## src/pkg/cmrb_regs.vh

```
// Constants for the move, rotate and branch decoder: opcodes, timing and spaces.
// Assumes inclusion by bare name from rtl files; holds definitions only.
//
// Behaviour
// [RULE1] At most three bytes, ten base cycles
// [RULE2] Wait states only stretch ROM/external accesses
// [RULE3] Per-opcode extra cycles added per wait state
// [RULE4] Indirect pointer via 8-bit operand, even address
// [RULE5] Target low at pointer, high at pointer+1; indirect jump 2A takes high at pointer, low at pointer+1
// [RULE6] Register copies leave carry, sign, zero alone
// [RULE7] Opcodes 10-13 register copies, three bytes
// [RULE8] Code load 7 cycles, store 8, plus 4
// [RULE9] Data-space adds four waits when both bits set
// [RULE10] Pop pre-increments pointer, 10 cycles plus 3
// [RULE11] Push post-decrements pointer, 9 cycles plus 3
// [RULE12] Tech RAM read 1A, write 1B, 7 cycles
// [RULE13] Pair copy 1C moves 16 bits, 7 cycles
// [RULE14] Rotates: register only, carry only, 2 bytes
// [RULE15] 30-33 rotates, plain and through carry
// [RULE16] 34-36 shifts: zero fill or sign duplicate
// [RULE17] Absolute targets low-high; jump, call, returns
// [RULE18] 20/21 jump on carry set/clear
// [RULE19] 22/23 jump on zero set/clear
// [RULE20] 24/25 jump on sign set/clear
// [RULE21] Indirect jump 2A via even pointer, 4 cycles
// [RULE22] Opcode fetched first, then operands in order
`ifndef CMRB_REGS_VH
`define CMRB_REGS_VH

// ==========================================================================
// Opcodes
`define CMRB_OP_REG_RR 8'h10
`define CMRB_OP_REG_RI 8'h11
`define CMRB_OP_REG_IR 8'h12
`define CMRB_OP_REG_IMM 8'h13
`define CMRB_OP_CODE_LD 8'h14
`define CMRB_OP_CODE_ST 8'h15
`define CMRB_OP_DATA_RD 8'h16
`define CMRB_OP_DATA_WR 8'h17
`define CMRB_OP_POP 8'h18
`define CMRB_OP_PUSH 8'h19
`define CMRB_OP_TECH_RD 8'h1a
`define CMRB_OP_TECH_WR 8'h1b
`define CMRB_OP_PAIR 8'h1c
`define CMRB_OP_BR_C 8'h20
`define CMRB_OP_BR_NC 8'h21
`define CMRB_OP_BR_Z 8'h22
`define CMRB_OP_BR_NZ 8'h23
`define CMRB_OP_BR_S 8'h24
`define CMRB_OP_BR_NS 8'h25
`define CMRB_OP_JUMP 8'h26
`define CMRB_OP_CALL 8'h27
`define CMRB_OP_SUB_EXIT 8'h28
`define CMRB_OP_IRQ_EXIT 8'h29
`define CMRB_OP_IND_JUMP 8'h2a
`define CMRB_OP_ROL 8'h30
`define CMRB_OP_ROR 8'h31
`define CMRB_OP_ROLC 8'h32
`define CMRB_OP_RORC 8'h33
`define CMRB_OP_SHL 8'h34
`define CMRB_OP_SHR 8'h35
`define CMRB_OP_ASR 8'h36

// ==========================================================================
// Memory spaces
`define CMRB_SPACE_CODE 2'h0
`define CMRB_SPACE_DATA 2'h1
`define CMRB_SPACE_TECH 2'h2

// ==========================================================================
// Timing
`define CMRB_MAX_BYTES 2'h3
`define CMRB_MAX_BASE_CYCLES 4'ha
`define CMRB_DATA_EXTRA_WS 4'h4
`define CMRB_FLAGS_ADDR 8'hff

`endif

```

## src/rtl/cmrb_cycle_calc.v

```verilog
// Length and cycle count of one opcode, with wait-state stretching.
// Assumes a static opcode and configuration; purely combinational.
`timescale 1ns/100ps
`default_nettype none
`include "cmrb_regs.vh"

module cmrb_cycle_calc (
	// Instruction
	input wire [7:0] opcode,
	// Configuration
	input wire [2:0] wait_states,
	input wire access_in_sram,
	input wire data_space_extra_waits,
	input wire ext_rw_select,
	// Results
	output reg [1:0] length,
	output reg [3:0] base_cycles,
	output reg [2:0] per_ws,
	output reg legal,
	output wire [7:0] total_cycles
);
	// ======================================================================
	// Per-opcode table
	always @* begin
		legal = 1'b1;
		length = `CMRB_MAX_BYTES;
		base_cycles = 4'h3;
		per_ws = 3'h3;
		case (opcode)
			`CMRB_OP_REG_RR, `CMRB_OP_REG_RI: base_cycles = 4'h5; // [RULE7]
			`CMRB_OP_REG_IR: base_cycles = 4'h6; // [RULE7]
			`CMRB_OP_REG_IMM: base_cycles = 4'h4; // [RULE7]
			`CMRB_OP_CODE_LD, `CMRB_OP_DATA_RD: begin
				base_cycles = 4'h7; // [RULE8] [RULE9]
				per_ws = 3'h4;
			end
			`CMRB_OP_CODE_ST, `CMRB_OP_DATA_WR: begin
				base_cycles = 4'h8; // [RULE8] [RULE9]
				per_ws = 3'h4;
			end
			`CMRB_OP_POP: base_cycles = `CMRB_MAX_BASE_CYCLES; // [RULE10]
			`CMRB_OP_PUSH: base_cycles = 4'h9; // [RULE11]
			`CMRB_OP_TECH_RD, `CMRB_OP_TECH_WR: base_cycles = 4'h7; // [RULE12]
			`CMRB_OP_PAIR: base_cycles = 4'h7; // [RULE13]
			`CMRB_OP_BR_C, `CMRB_OP_BR_NC, `CMRB_OP_BR_Z, `CMRB_OP_BR_NZ,
			`CMRB_OP_BR_S, `CMRB_OP_BR_NS, `CMRB_OP_JUMP, `CMRB_OP_CALL:
				base_cycles = 4'h3; // [RULE17] [RULE18] [RULE19] [RULE20]
			`CMRB_OP_SUB_EXIT, `CMRB_OP_IRQ_EXIT: begin
				length = 2'h1; // [RULE17]
				base_cycles = 4'h2;
				per_ws = 3'h1;
			end
			`CMRB_OP_IND_JUMP: begin
				length = 2'h2; // [RULE21]
				base_cycles = 4'h4;
				per_ws = 3'h2;
			end
			`CMRB_OP_ROL, `CMRB_OP_ROR, `CMRB_OP_ROLC, `CMRB_OP_RORC,
			`CMRB_OP_SHL, `CMRB_OP_SHR, `CMRB_OP_ASR: begin
				length = 2'h2; // [RULE14]
				base_cycles = 4'h5;
				per_ws = 3'h2;
			end
			default: begin
				legal = 1'b0;
				length = 2'h1;
				base_cycles = 4'h1;
				per_ws = 3'h0;
			end
		endcase
	end

	// ======================================================================
	// Wait-state stretching
	wire data_op;
	wire [3:0] ws_eff;
	wire [6:0] extra;
	assign data_op = (opcode == `CMRB_OP_DATA_RD) || (opcode == `CMRB_OP_DATA_WR);
	assign ws_eff = (access_in_sram ? 4'h0 : {1'b0, wait_states}) + // [RULE2]
		((data_op && data_space_extra_waits && ext_rw_select) ?
		`CMRB_DATA_EXTRA_WS : 4'h0); // [RULE9]
	assign extra = {4'h0, per_ws} * {3'h0, ws_eff}; // [RULE3]
	assign total_cycles = {4'h0, base_cycles} + {1'b0, extra}; // [RULE1]

endmodule
`default_nettype wire

```

## src/rtl/cmrb_decode.v

```verilog
// Move, rotate/shift and branch decoder and sequencer of the core.
// Assumes program bytes in order, register space with combinational read
// of a registered address, memory read data valid while the enable stands.
`timescale 1ns/100ps
`default_nettype none
`include "cmrb_regs.vh"

module cmrb_decode (
	// Clock and reset
	input wire clk,
	input wire rstn,
	// Program bytes
	input wire byte_valid,
	input wire [7:0] byte_data,
	output reg byte_ready,
	// Configuration
	input wire [2:0] wait_states,
	input wire access_in_sram,
	input wire data_space_extra_waits,
	input wire ext_rw_select,
	// Flags
	input wire carry_in,
	input wire zero_in,
	input wire sign_in,
	output reg carry_wr_en,
	output reg carry_wr_data,
	// Register space
	output reg [7:0] reg_rd_addr,
	input wire [7:0] reg_rd_data,
	output reg reg_wr_en,
	output reg [7:0] reg_wr_addr,
	output reg [7:0] reg_wr_data,
	// Memory spaces
	output reg mem_en,
	output reg mem_we,
	output reg [1:0] mem_space,
	output reg [15:0] mem_addr,
	output reg [7:0] mem_wdata,
	input wire [7:0] mem_rdata,
	// Program flow
	output reg pc_load,
	output reg [15:0] pc_target,
	output reg call_req,
	output reg sub_exit_req,
	output reg irq_exit_req,
	// Status
	output reg busy,
	output reg instr_done,
	output reg [7:0] instr_cycles,
	output reg illegal_op,
	output reg ptr_align_err
);
	// ======================================================================
	// States
	localparam [4:0] S_FETCH = 5'b00001;
	localparam [4:0] S_OP1 = 5'b00010;
	localparam [4:0] S_OP2 = 5'b00100;
	localparam [4:0] S_RUN = 5'b01000;
	localparam [4:0] S_HOLD = 5'b10000;

	reg [4:0] state_reg;
	reg [7:0] opcode_reg;
	reg [7:0] op1_reg;
	reg [7:0] op2_reg;
	reg [7:0] lo_reg;
	reg [7:0] hi_reg;
	reg [2:0] step_reg;
	reg [7:0] cyc_reg;

	// ======================================================================
	// Timing lookup
	wire [7:0] cur_op;
	wire [1:0] op_len;
	wire op_legal;
	wire [7:0] op_total;
	assign cur_op = (state_reg == S_FETCH) ? byte_data : opcode_reg;

	cmrb_cycle_calc u_calc (
		.opcode(cur_op),
		.wait_states(wait_states),
		.access_in_sram(access_in_sram),
		.data_space_extra_waits(data_space_extra_waits),
		.ext_rw_select(ext_rw_select),
		.length(op_len),
		.base_cycles(),
		.per_ws(),
		.legal(op_legal),
		.total_cycles(op_total)
	);

	// ======================================================================
	// Operand classes
	wire dest_ind;
	wire wide_ptr;
	wire cond_taken;
	wire [7:0] d;
	assign d = reg_rd_data;
	assign dest_ind = (opcode_reg == `CMRB_OP_REG_RI) || (opcode_reg == `CMRB_OP_CODE_ST) ||
		(opcode_reg == `CMRB_OP_DATA_WR) || (opcode_reg == `CMRB_OP_PUSH) ||
		(opcode_reg == `CMRB_OP_TECH_WR);
	assign wide_ptr = (opcode_reg == `CMRB_OP_CODE_LD) || (opcode_reg == `CMRB_OP_CODE_ST) ||
		(opcode_reg == `CMRB_OP_DATA_RD) || (opcode_reg == `CMRB_OP_DATA_WR) ||
		(opcode_reg == `CMRB_OP_TECH_RD) || (opcode_reg == `CMRB_OP_TECH_WR);
	assign cond_taken = (opcode_reg == `CMRB_OP_BR_C) ? carry_in : // [RULE18]
		(opcode_reg == `CMRB_OP_BR_NC) ? !carry_in : // [RULE18]
		(opcode_reg == `CMRB_OP_BR_Z) ? zero_in : // [RULE19]
		(opcode_reg == `CMRB_OP_BR_NZ) ? !zero_in : // [RULE19]
		(opcode_reg == `CMRB_OP_BR_S) ? sign_in : // [RULE20]
		(opcode_reg == `CMRB_OP_BR_NS) ? !sign_in : // [RULE20]
		1'b1;

	// ======================================================================
	// Rotate and shift unit
	reg [7:0] rot_val;
	reg rot_carry;
	always @* begin
		rot_val = d;
		rot_carry = carry_in;
		case (opcode_reg)
			`CMRB_OP_ROL: begin
				rot_val = {d[6:0], d[7]}; // [RULE15]
				rot_carry = d[7];
			end
			`CMRB_OP_ROR: begin
				rot_val = {d[0], d[7:1]}; // [RULE15]
				rot_carry = d[0];
			end
			`CMRB_OP_ROLC: begin
				rot_val = {d[6:0], carry_in}; // [RULE15]
				rot_carry = d[7];
			end
			`CMRB_OP_RORC: begin
				rot_val = {carry_in, d[7:1]}; // [RULE15]
				rot_carry = d[0];
			end
			`CMRB_OP_SHL: begin
				rot_val = {d[6:0], 1'b0}; // [RULE16]
				rot_carry = d[7];
			end
			`CMRB_OP_SHR: begin
				rot_val = {1'b0, d[7:1]}; // [RULE16]
				rot_carry = d[0];
			end
			`CMRB_OP_ASR: begin
				rot_val = {d[7], d[7:1]}; // [RULE16]
				rot_carry = d[0];
			end
			default: begin
				rot_val = d;
				rot_carry = carry_in;
			end
		endcase
	end

	// ======================================================================
	// Space of the indirect memory transfer
	reg [1:0] space_sel;
	always @* begin
		if (opcode_reg == `CMRB_OP_DATA_RD || opcode_reg == `CMRB_OP_DATA_WR) begin
			space_sel = `CMRB_SPACE_DATA;
		end else if (opcode_reg == `CMRB_OP_TECH_RD || opcode_reg == `CMRB_OP_TECH_WR) begin
			space_sel = `CMRB_SPACE_TECH;
		end else begin
			space_sel = `CMRB_SPACE_CODE;
		end
	end

	// ======================================================================
	// Sequencer
	reg finish;
	always @* begin
		finish = 1'b0;
		if (state_reg == S_RUN) begin
			case (opcode_reg)
				`CMRB_OP_REG_RR, `CMRB_OP_REG_IMM, `CMRB_OP_SUB_EXIT,
				`CMRB_OP_IRQ_EXIT: finish = 1'b1;
				`CMRB_OP_REG_RI, `CMRB_OP_REG_IR, `CMRB_OP_POP, `CMRB_OP_PAIR,
				`CMRB_OP_IND_JUMP: finish = (step_reg == 3'h1);
				`CMRB_OP_ROL, `CMRB_OP_ROR, `CMRB_OP_ROLC, `CMRB_OP_RORC,
				`CMRB_OP_SHL, `CMRB_OP_SHR, `CMRB_OP_ASR: finish = 1'b1;
				default: finish = (step_reg == 3'h2);
			endcase
		end
	end

	always @(posedge clk or negedge rstn) begin
		if (!rstn) begin
			state_reg <= S_FETCH;
			opcode_reg <= 8'h00;
			op1_reg <= 8'h00;
			op2_reg <= 8'h00;
			lo_reg <= 8'h00;
			hi_reg <= 8'h00;
			step_reg <= 3'h0;
			cyc_reg <= 8'h00;
			byte_ready <= 1'b1;
			carry_wr_en <= 1'b0;
			carry_wr_data <= 1'b0;
			reg_rd_addr <= 8'h00;
			reg_wr_en <= 1'b0;
			reg_wr_addr <= 8'h00;
			reg_wr_data <= 8'h00;
			mem_en <= 1'b0;
			mem_we <= 1'b0;
			mem_space <= `CMRB_SPACE_CODE;
			mem_addr <= 16'h0000;
			mem_wdata <= 8'h00;
			pc_load <= 1'b0;
			pc_target <= 16'h0000;
			call_req <= 1'b0;
			sub_exit_req <= 1'b0;
			irq_exit_req <= 1'b0;
			busy <= 1'b0;
			instr_done <= 1'b0;
			instr_cycles <= 8'h00;
			illegal_op <= 1'b0;
			ptr_align_err <= 1'b0;
		end else begin
			carry_wr_en <= 1'b0;
			reg_wr_en <= 1'b0;
			mem_en <= 1'b0;
			mem_we <= 1'b0;
			pc_load <= 1'b0;
			call_req <= 1'b0;
			sub_exit_req <= 1'b0;
			irq_exit_req <= 1'b0;
			instr_done <= 1'b0;
			if (state_reg != S_FETCH) begin
				cyc_reg <= cyc_reg + 8'h01;
			end
			case (state_reg)
				S_FETCH: begin
					if (byte_valid) begin
						opcode_reg <= byte_data; // [RULE22]
						cyc_reg <= 8'h02;
						step_reg <= 3'h0;
						illegal_op <= !op_legal;
						ptr_align_err <= 1'b0;
						busy <= 1'b1;
						if (!op_legal) begin
							state_reg <= S_FETCH;
							instr_done <= 1'b1;
							instr_cycles <= 8'h01;
							busy <= 1'b0;
						end else if (op_len == 2'h1) begin
							state_reg <= S_RUN;
							byte_ready <= 1'b0;
						end else begin
							state_reg <= S_OP1;
						end
					end
				end
				S_OP1: begin
					if (byte_valid) begin
						op1_reg <= byte_data; // [RULE22]
						if (op_len == 2'h2) begin
							state_reg <= S_RUN;
							byte_ready <= 1'b0;
							if (opcode_reg == `CMRB_OP_IND_JUMP) begin
								reg_rd_addr <= byte_data + 8'h01;
								ptr_align_err <= byte_data[0]; // [RULE21]
							end else begin
								reg_rd_addr <= byte_data; // [RULE14]
							end
						end else begin
							state_reg <= S_OP2;
						end
					end
				end
				S_OP2: begin
					if (byte_valid) begin
						op2_reg <= byte_data; // [RULE22]
						reg_rd_addr <= dest_ind ? op1_reg : byte_data; // [RULE4]
						if (wide_ptr) begin
							ptr_align_err <= dest_ind ? op1_reg[0] : byte_data[0]; // [RULE4]
						end
						if (opcode_reg[7:4] == 4'h2) begin
							if (cond_taken) begin
								pc_load <= 1'b1; // [RULE17]
								pc_target <= {byte_data, op1_reg}; // [RULE17]
							end
							call_req <= (opcode_reg == `CMRB_OP_CALL); // [RULE17]
							byte_ready <= (cyc_reg >= op_total);
							busy <= (cyc_reg < op_total);
							instr_done <= (cyc_reg >= op_total);
							instr_cycles <= cyc_reg;
							state_reg <= (cyc_reg >= op_total) ? S_FETCH : S_HOLD;
						end else begin
							byte_ready <= 1'b0;
							state_reg <= S_RUN;
						end
					end
				end
				S_RUN: begin
					step_reg <= step_reg + 3'h1;
					case (opcode_reg)
						`CMRB_OP_REG_RR: begin
							reg_wr_en <= 1'b1; // [RULE6] [RULE7]
							reg_wr_addr <= op1_reg;
							reg_wr_data <= d;
						end
						`CMRB_OP_REG_IMM: begin
							reg_wr_en <= 1'b1; // [RULE7]
							reg_wr_addr <= op1_reg;
							reg_wr_data <= op2_reg;
						end
						`CMRB_OP_REG_RI: begin
							if (step_reg == 3'h0) begin
								lo_reg <= d;
								reg_rd_addr <= op2_reg;
							end else begin
								reg_wr_en <= 1'b1; // [RULE7]
								reg_wr_addr <= lo_reg;
								reg_wr_data <= d;
							end
						end
						`CMRB_OP_REG_IR: begin
							if (step_reg == 3'h0) begin
								reg_rd_addr <= d;
							end else begin
								reg_wr_en <= 1'b1; // [RULE7]
								reg_wr_addr <= op1_reg;
								reg_wr_data <= d;
							end
						end
						`CMRB_OP_CODE_LD, `CMRB_OP_DATA_RD, `CMRB_OP_TECH_RD: begin
							if (step_reg == 3'h0) begin
								lo_reg <= d; // [RULE5]
								reg_rd_addr <= op2_reg + 8'h01;
							end else if (step_reg == 3'h1) begin
								mem_en <= 1'b1; // [RULE8] [RULE9] [RULE12]
								mem_space <= space_sel;
								mem_addr <= {d, lo_reg}; // [RULE5]
							end else begin
								reg_wr_en <= 1'b1;
								reg_wr_addr <= op1_reg;
								reg_wr_data <= mem_rdata;
							end
						end
						`CMRB_OP_CODE_ST, `CMRB_OP_DATA_WR, `CMRB_OP_TECH_WR: begin
							if (step_reg == 3'h0) begin
								lo_reg <= d; // [RULE5]
								reg_rd_addr <= op1_reg + 8'h01;
							end else if (step_reg == 3'h1) begin
								hi_reg <= d; // [RULE5]
								reg_rd_addr <= op2_reg;
							end else begin
								mem_en <= 1'b1; // [RULE8] [RULE9] [RULE12]
								mem_we <= 1'b1;
								mem_space <= space_sel;
								mem_addr <= {hi_reg, lo_reg};
								mem_wdata <= d;
							end
						end
						`CMRB_OP_POP: begin
							if (step_reg == 3'h0) begin
								reg_wr_en <= 1'b1; // [RULE10]
								reg_wr_addr <= op2_reg;
								reg_wr_data <= d + 8'h01;
								reg_rd_addr <= d + 8'h01;
							end else begin
								reg_wr_en <= 1'b1; // [RULE10]
								reg_wr_addr <= op1_reg;
								reg_wr_data <= d;
							end
						end
						`CMRB_OP_PUSH: begin
							if (step_reg == 3'h0) begin
								lo_reg <= d;
								reg_rd_addr <= op2_reg;
							end else if (step_reg == 3'h1) begin
								reg_wr_en <= 1'b1; // [RULE11]
								reg_wr_addr <= lo_reg;
								reg_wr_data <= d;
							end else begin
								reg_wr_en <= 1'b1; // [RULE11]
								reg_wr_addr <= op1_reg;
								reg_wr_data <= lo_reg - 8'h01;
							end
						end
						`CMRB_OP_PAIR: begin
							reg_wr_en <= 1'b1; // [RULE13]
							reg_wr_data <= d;
							if (step_reg == 3'h0) begin
								reg_wr_addr <= op1_reg;
								reg_rd_addr <= op2_reg + 8'h01;
							end else begin
								reg_wr_addr <= op1_reg + 8'h01;
							end
						end
						`CMRB_OP_IND_JUMP: begin
							if (step_reg == 3'h0) begin
								lo_reg <= d; // [RULE21]
								reg_rd_addr <= op1_reg;
							end else begin
								pc_load <= 1'b1; // [RULE21]
								pc_target <= {d, lo_reg};
							end
						end
						`CMRB_OP_SUB_EXIT: sub_exit_req <= 1'b1; // [RULE17]
						`CMRB_OP_IRQ_EXIT: irq_exit_req <= 1'b1; // [RULE17]
						default: begin
							reg_wr_en <= 1'b1; // [RULE14]
							reg_wr_addr <= op1_reg;
							reg_wr_data <= rot_val;
							carry_wr_en <= 1'b1; // [RULE14]
							carry_wr_data <= rot_carry;
						end
					endcase
					if (finish) begin
						byte_ready <= (cyc_reg >= op_total);
						busy <= (cyc_reg < op_total);
						instr_done <= (cyc_reg >= op_total);
						instr_cycles <= cyc_reg;
						state_reg <= (cyc_reg >= op_total) ? S_FETCH : S_HOLD;
					end
				end
				S_HOLD: begin
					if (cyc_reg >= op_total) begin
						state_reg <= S_FETCH; // [RULE3]
						byte_ready <= 1'b1;
						busy <= 1'b0;
						instr_done <= 1'b1;
						instr_cycles <= cyc_reg;
					end
				end
				default: state_reg <= S_FETCH;
			endcase
		end
	end

endmodule
`default_nettype wire

```

## config.mk

```make
export PLATFORM = sky130hd
export DESIGN_NAME = cmrb_decode
export DESIGN_NICKNAME = d
export VERILOG_FILES = /design/src/rtl/cmrb_cycle_calc.v /design/src/rtl/cmrb_decode.v
export VERILOG_INCLUDE_DIRS = /design/src /design/src/pkg
export SDC_FILE = /design/constraint.sdc
export NUM_CORES = 1
export LEC_CHECK = 0
export ABC_AREA = 0
export CELL_PAD_IN_SITES_DETAIL_PLACEMENT = 1
export CELL_PAD_IN_SITES_GLOBAL_PLACEMENT = 2
export CORE_ASPECT_RATIO = 1.75
export CORE_MARGIN = 2
export CORE_UTILIZATION = 43
export DETAILED_ROUTE_END_ITERATION = 7
export DONT_BUFFER_PORTS = 1
export PLACE_DENSITY_LB_ADDON = 0.1
export SLEW_MARGIN = 5
export SYNTH_ARGS = -nofsm -noshare
export SYNTH_HDL_FRONTEND = slang
export SYNTH_SLANG_ARGS = --single-unit
```

## constraint.sdc

```tcl
create_clock -name clk -period 16.5 [get_ports clk]
set_clock_uncertainty 0.15 [all_clocks]
set_input_delay 2.475 -clock clk [delete_from_list [all_inputs] [get_ports clk]]
set_output_delay 2.475 -clock clk [all_outputs]
set_load 0.05 [all_outputs]
```

==> summary.md <==
| Metric | Value |
|---|---|
| Bufs on Longest Clock Path | `2` |
| Die height | `204.9 um` |
| Largest regs | `mem_addr: 16 flops, pc_target: 16 flops` |
| Total CTS buffers | `17` |
| Cell area after synthesis | `between 9000 and 10000 um^2` |
| Register-to-register setup slack | `between 8 and 9 ns` |
| Die W | `around 120 um` |
| Peak VDD IR | `~0.096 mV` |
| CTS resizes | `0` |
| Worst EP required | `about 17 ns` |
| Placed cells | `roughly 1400` |
| DR vias/cell | `~6.4` |
| Most frequent cells in the layout | `dfrtp_1, nand2_1, o21ai_0` |
| Initial antenna violation count | `0` |
| Relative slew slack | `between 20% and 30%` |
| Clock transition at the registers of the reported paths | `0.06 ns` |
| DP HPWL | `around 27000 um` |
| Worst r2r src | `state_reg[1]` |
| DRC Markers | `0` |
| I/O Buffers | `0` |
| CTS Hold Bufs | `0` |
| Internal power | `923.1 uW` |
| Status | `complete, no violations` |
| CTS tree | `yes` |
| Sw Share | `approximately half` |
| First-pass GRT wire length | `around 57000 um` |
| Commonest non-fill, non-tap cell in the layout | `dfrtp_1` |
| Number of cell rows | `73` |
| Share of post-route cells with drive strength above 1 | `a little under an eighth` |
| Hold Crit Class | `flop to flop` |
| Initial DRT Pass Iterations | `5` |
| Initial Utilization | `approximately 44%` |
| Clock root cell | `clkbuf_16` |
| Clk_lat worst skew | `0.46 ns` |
| Final wirelength | `approximately 37000 um` |
| Setup bufs post-CTS | `0` |
| Setup CP Type | `input port to flop` |
| Routability Congestion | `between 0.9 and 1` |
| Critical Path Fanout Max | `15` |
| Largest net degree at the start of global routing | `approximately 150` |
| Syn Inst Count | `approximately 1100` |
| Worst slew pin tran | `around 1.2 ns` |
| Sequential power share | `39.9%` |
| Final instance area | `about 11000 um^2` |
| Post-synth net total | `approximately 1200` |
| Clock network fraction of design power | `about 23%` |
| Power share of the combinational group | `37.6%` |
| Inserted Diodes | `0` |
| Flops & latches, synth | `approximately 140` |
| RSZ-0062 raised after global routing | `false` |
| Wire length per cell | `between 20 and 30 um` |
| Worst Setup EP | `instr_cycles[0]` |
| Antenna Violating Nets Remaining | `0` |
| Final hold vios | `0` |
| Global router's overall resource usage | `a little under a third` |
| Clock sinks | `~140` |
| Nets@finish | `~1200` |
| Number of vias in the routed layout | `between 8000 and 9000` |
| H-Tree Depth | `4` |
| Post-route clock period utilization | `50.78%` |
| Die ar. | `approximately 24000 um^2` |
| Grt ovf | `0` |
| First DRT Iteration DRCs | `roughly 430` |
| Post-Layout Cell Count | `roughly 1400` |
| I/O Pins | `approximately 120` |
| Worst setup EP type | `flop` |
| WP data arrival | `8.57 ns` |
| FMAX | `~120 MHz` |
| Leakage | `between 0.004 and 0.005 uW` |
| PwrDens | `168.1 nW/um^2` |
| Max cap viols | `0` |
| Fin crit period | `8.378 ns` |
| R2R depth | `23` |
| Synth warnings | `0` |
| Sum of negative setup slack | `0 ns` |
| Critical R2R Capture | `instr_cycles[0]` |
| Fraction of registers with async set/reset | `100.0%` |
| Number of synthesized flops with an enable pin | `0` |
| Worst setup path startpoint | `byte_data[0]` |
| Vias in the first global route | `between 9000 and 10000` |
| P_sw | `881.9 uW` |
| Max-slew violation count | `0` |
| Final setup violation count | `0` |
| Core Footprint | `22650 um^2` |
| Seq/Total Area, Yosys | `a little over a third` |
| CP Launch Type | `input port` |
| Area Overhead vs Synth | `8.274%` |
| Ys flop type | `dfrtp_1` |
| Mean Syn Cell Area | `8.678 um^2` |
| Library cells used by synthesis | `85` |
| Cell Area, Placed | `around 10000 um^2` |
-- per-layer routing --
metal | wire, um | vias to the layer above | GRT usage [%]
met1 | 13490 | 4501 | 33.07
met5 | 0 | - | 0
met2 | 19730 | 294 | 57.04
li1 | - | 4058 | -
met3 | 1430 | 98 | 4.816
met4 | 2055 | 0 | 17.94
-- synth_stat cells, types with 9 or more instances --
| cell type | instances | area [um^2] |
|---|---|---|
| dfrtp_1 | 142 | 3553 |
| nand2_1 | 136 | 510.5 |
| o21ai_0 | 91 | 455.4 |
| nor2_1 | 90 | 337.8 |
| clkbuf_1 | 71 | 266.5 |
| a21oi_1 | 63 | 315.3 |
| mux2_2 | 52 | 585.6 |
| mux2i_1 | 40 | 400.4 |
| inv_1 | 33 | 123.9 |
| nand3_1 | 33 | 165.2 |
| ha_1 | 30 | 375.4 |
| a31oi_1 | 19 | 118.9 |
| nor2b_1 | 19 | 118.9 |
| nor3_1 | 19 | 95.09 |
| xnor2_1 | 16 | 140.1 |
| xor2_1 | 16 | 140.1 |
| a221oi_1 | 15 | 131.4 |
| nand2b_1 | 14 | 87.58 |
| and3_1 | 13 | 81.33 |
| nand4_1 | 11 | 68.82 |
| buf_1 | 10 | 37.54 |
| o211ai_1 | 10 | 75.07 |
| nor4_1 | 9 | 56.30 |
| o22ai_1 | 9 | 56.30 |
| or3_1 | 9 | 56.30 |
-- cell families after synthesis --
| group | count (synthesis) | synth area share [%] |
|---|---|---|
| AND/OR/NAND/NOR | 407 | 20.59 |
| AO/OA/AOI/OAI | 310 | 20.56 |
| flip-flops | 144 | 36.35 |
| buffers and inverters | 122 | 4.793 |
| multiplexers | 93 | 10.09 |
| adder cells (fa/ha/maj) | 35 | 4.793 |
| XOR/XNOR | 32 | 2.825 |
-- metrics by stage --
stage               utilization, %  power [uW]  worst slack, ns  hold slack [ns]
global route                 47.41        1899            7.694           0.3813
detailed placement           44.75        1399            7.615           0.3461
global placement             44.75        1388            7.763           0.3382
finish                       47.41        1805            8.122           0.3546
CTS                          47.41        1808            8.111           0.3599
floorplan                        -        1177            8.170           0.3300
-- worst min path at each step --
| stage | startpoint | endpoint | slack, ns | cells past startpoint |
|---|---|---|---|---|
| 2_1_floorplan | hi_reg[0] | hi_reg[0] | 0.33 | 1 |
| 3_3_place_gp | hi_reg[2] | hi_reg[2] | 0.34 | 1 |
| 3_5_place_dp | hi_reg[0] | hi_reg[0] | 0.35 | 1 |
| 4_1_cts | hi_reg[0] | hi_reg[0] | 0.36 | 1 |
| 5_1_grt | hi_reg[0] | hi_reg[0] | 0.38 | 1 |
| 6_report | hi_reg[0] | hi_reg[0] | 0.35 | 1 |
-- final cells by class --
class,count,area [um^2]
multi-input cells,877,5878
repair buffers,20,150.1
well taps,300,375.4
clock inverters,12,156.4
fillers,2705,11910
inverters,34,127.6
clock buffers,20,446.7
flip-flops and latches,144,3606
-- power groups by stage --
stage                     sequential, uW  clock [uW]  combinational (uW)
after floorplan                      655           0                 523
after global placement               723           0                 664
after detailed placement             726           0                 674
after CTS                            720         413                 675
after global routing                 732         426                 741
final                                720         406                 679
-- worst max-delay path, stage by stage --
cell      delay [ns]
nand2b_1        0.13
or4b_2          0.63
a211oi_1        0.33
or3_1           0.25
nor2_1          0.13
or3b_2          0.48
fa_1            0.51
fa_1            0.54
inv_1           0.07
ha_1            0.29
a21o_1          0.16
a21oi_1         0.21
o21bai_1        0.10
a21oi_1         0.18
xor2_1          0.10
ha_1            0.31
and4_1          0.19
a221o_1         0.20
nor2_1          0.13
a22o_4          0.29
a211oi_4        0.51
mux2_4          0.35
Note: power is estimated with default switching activity, not from simulation.
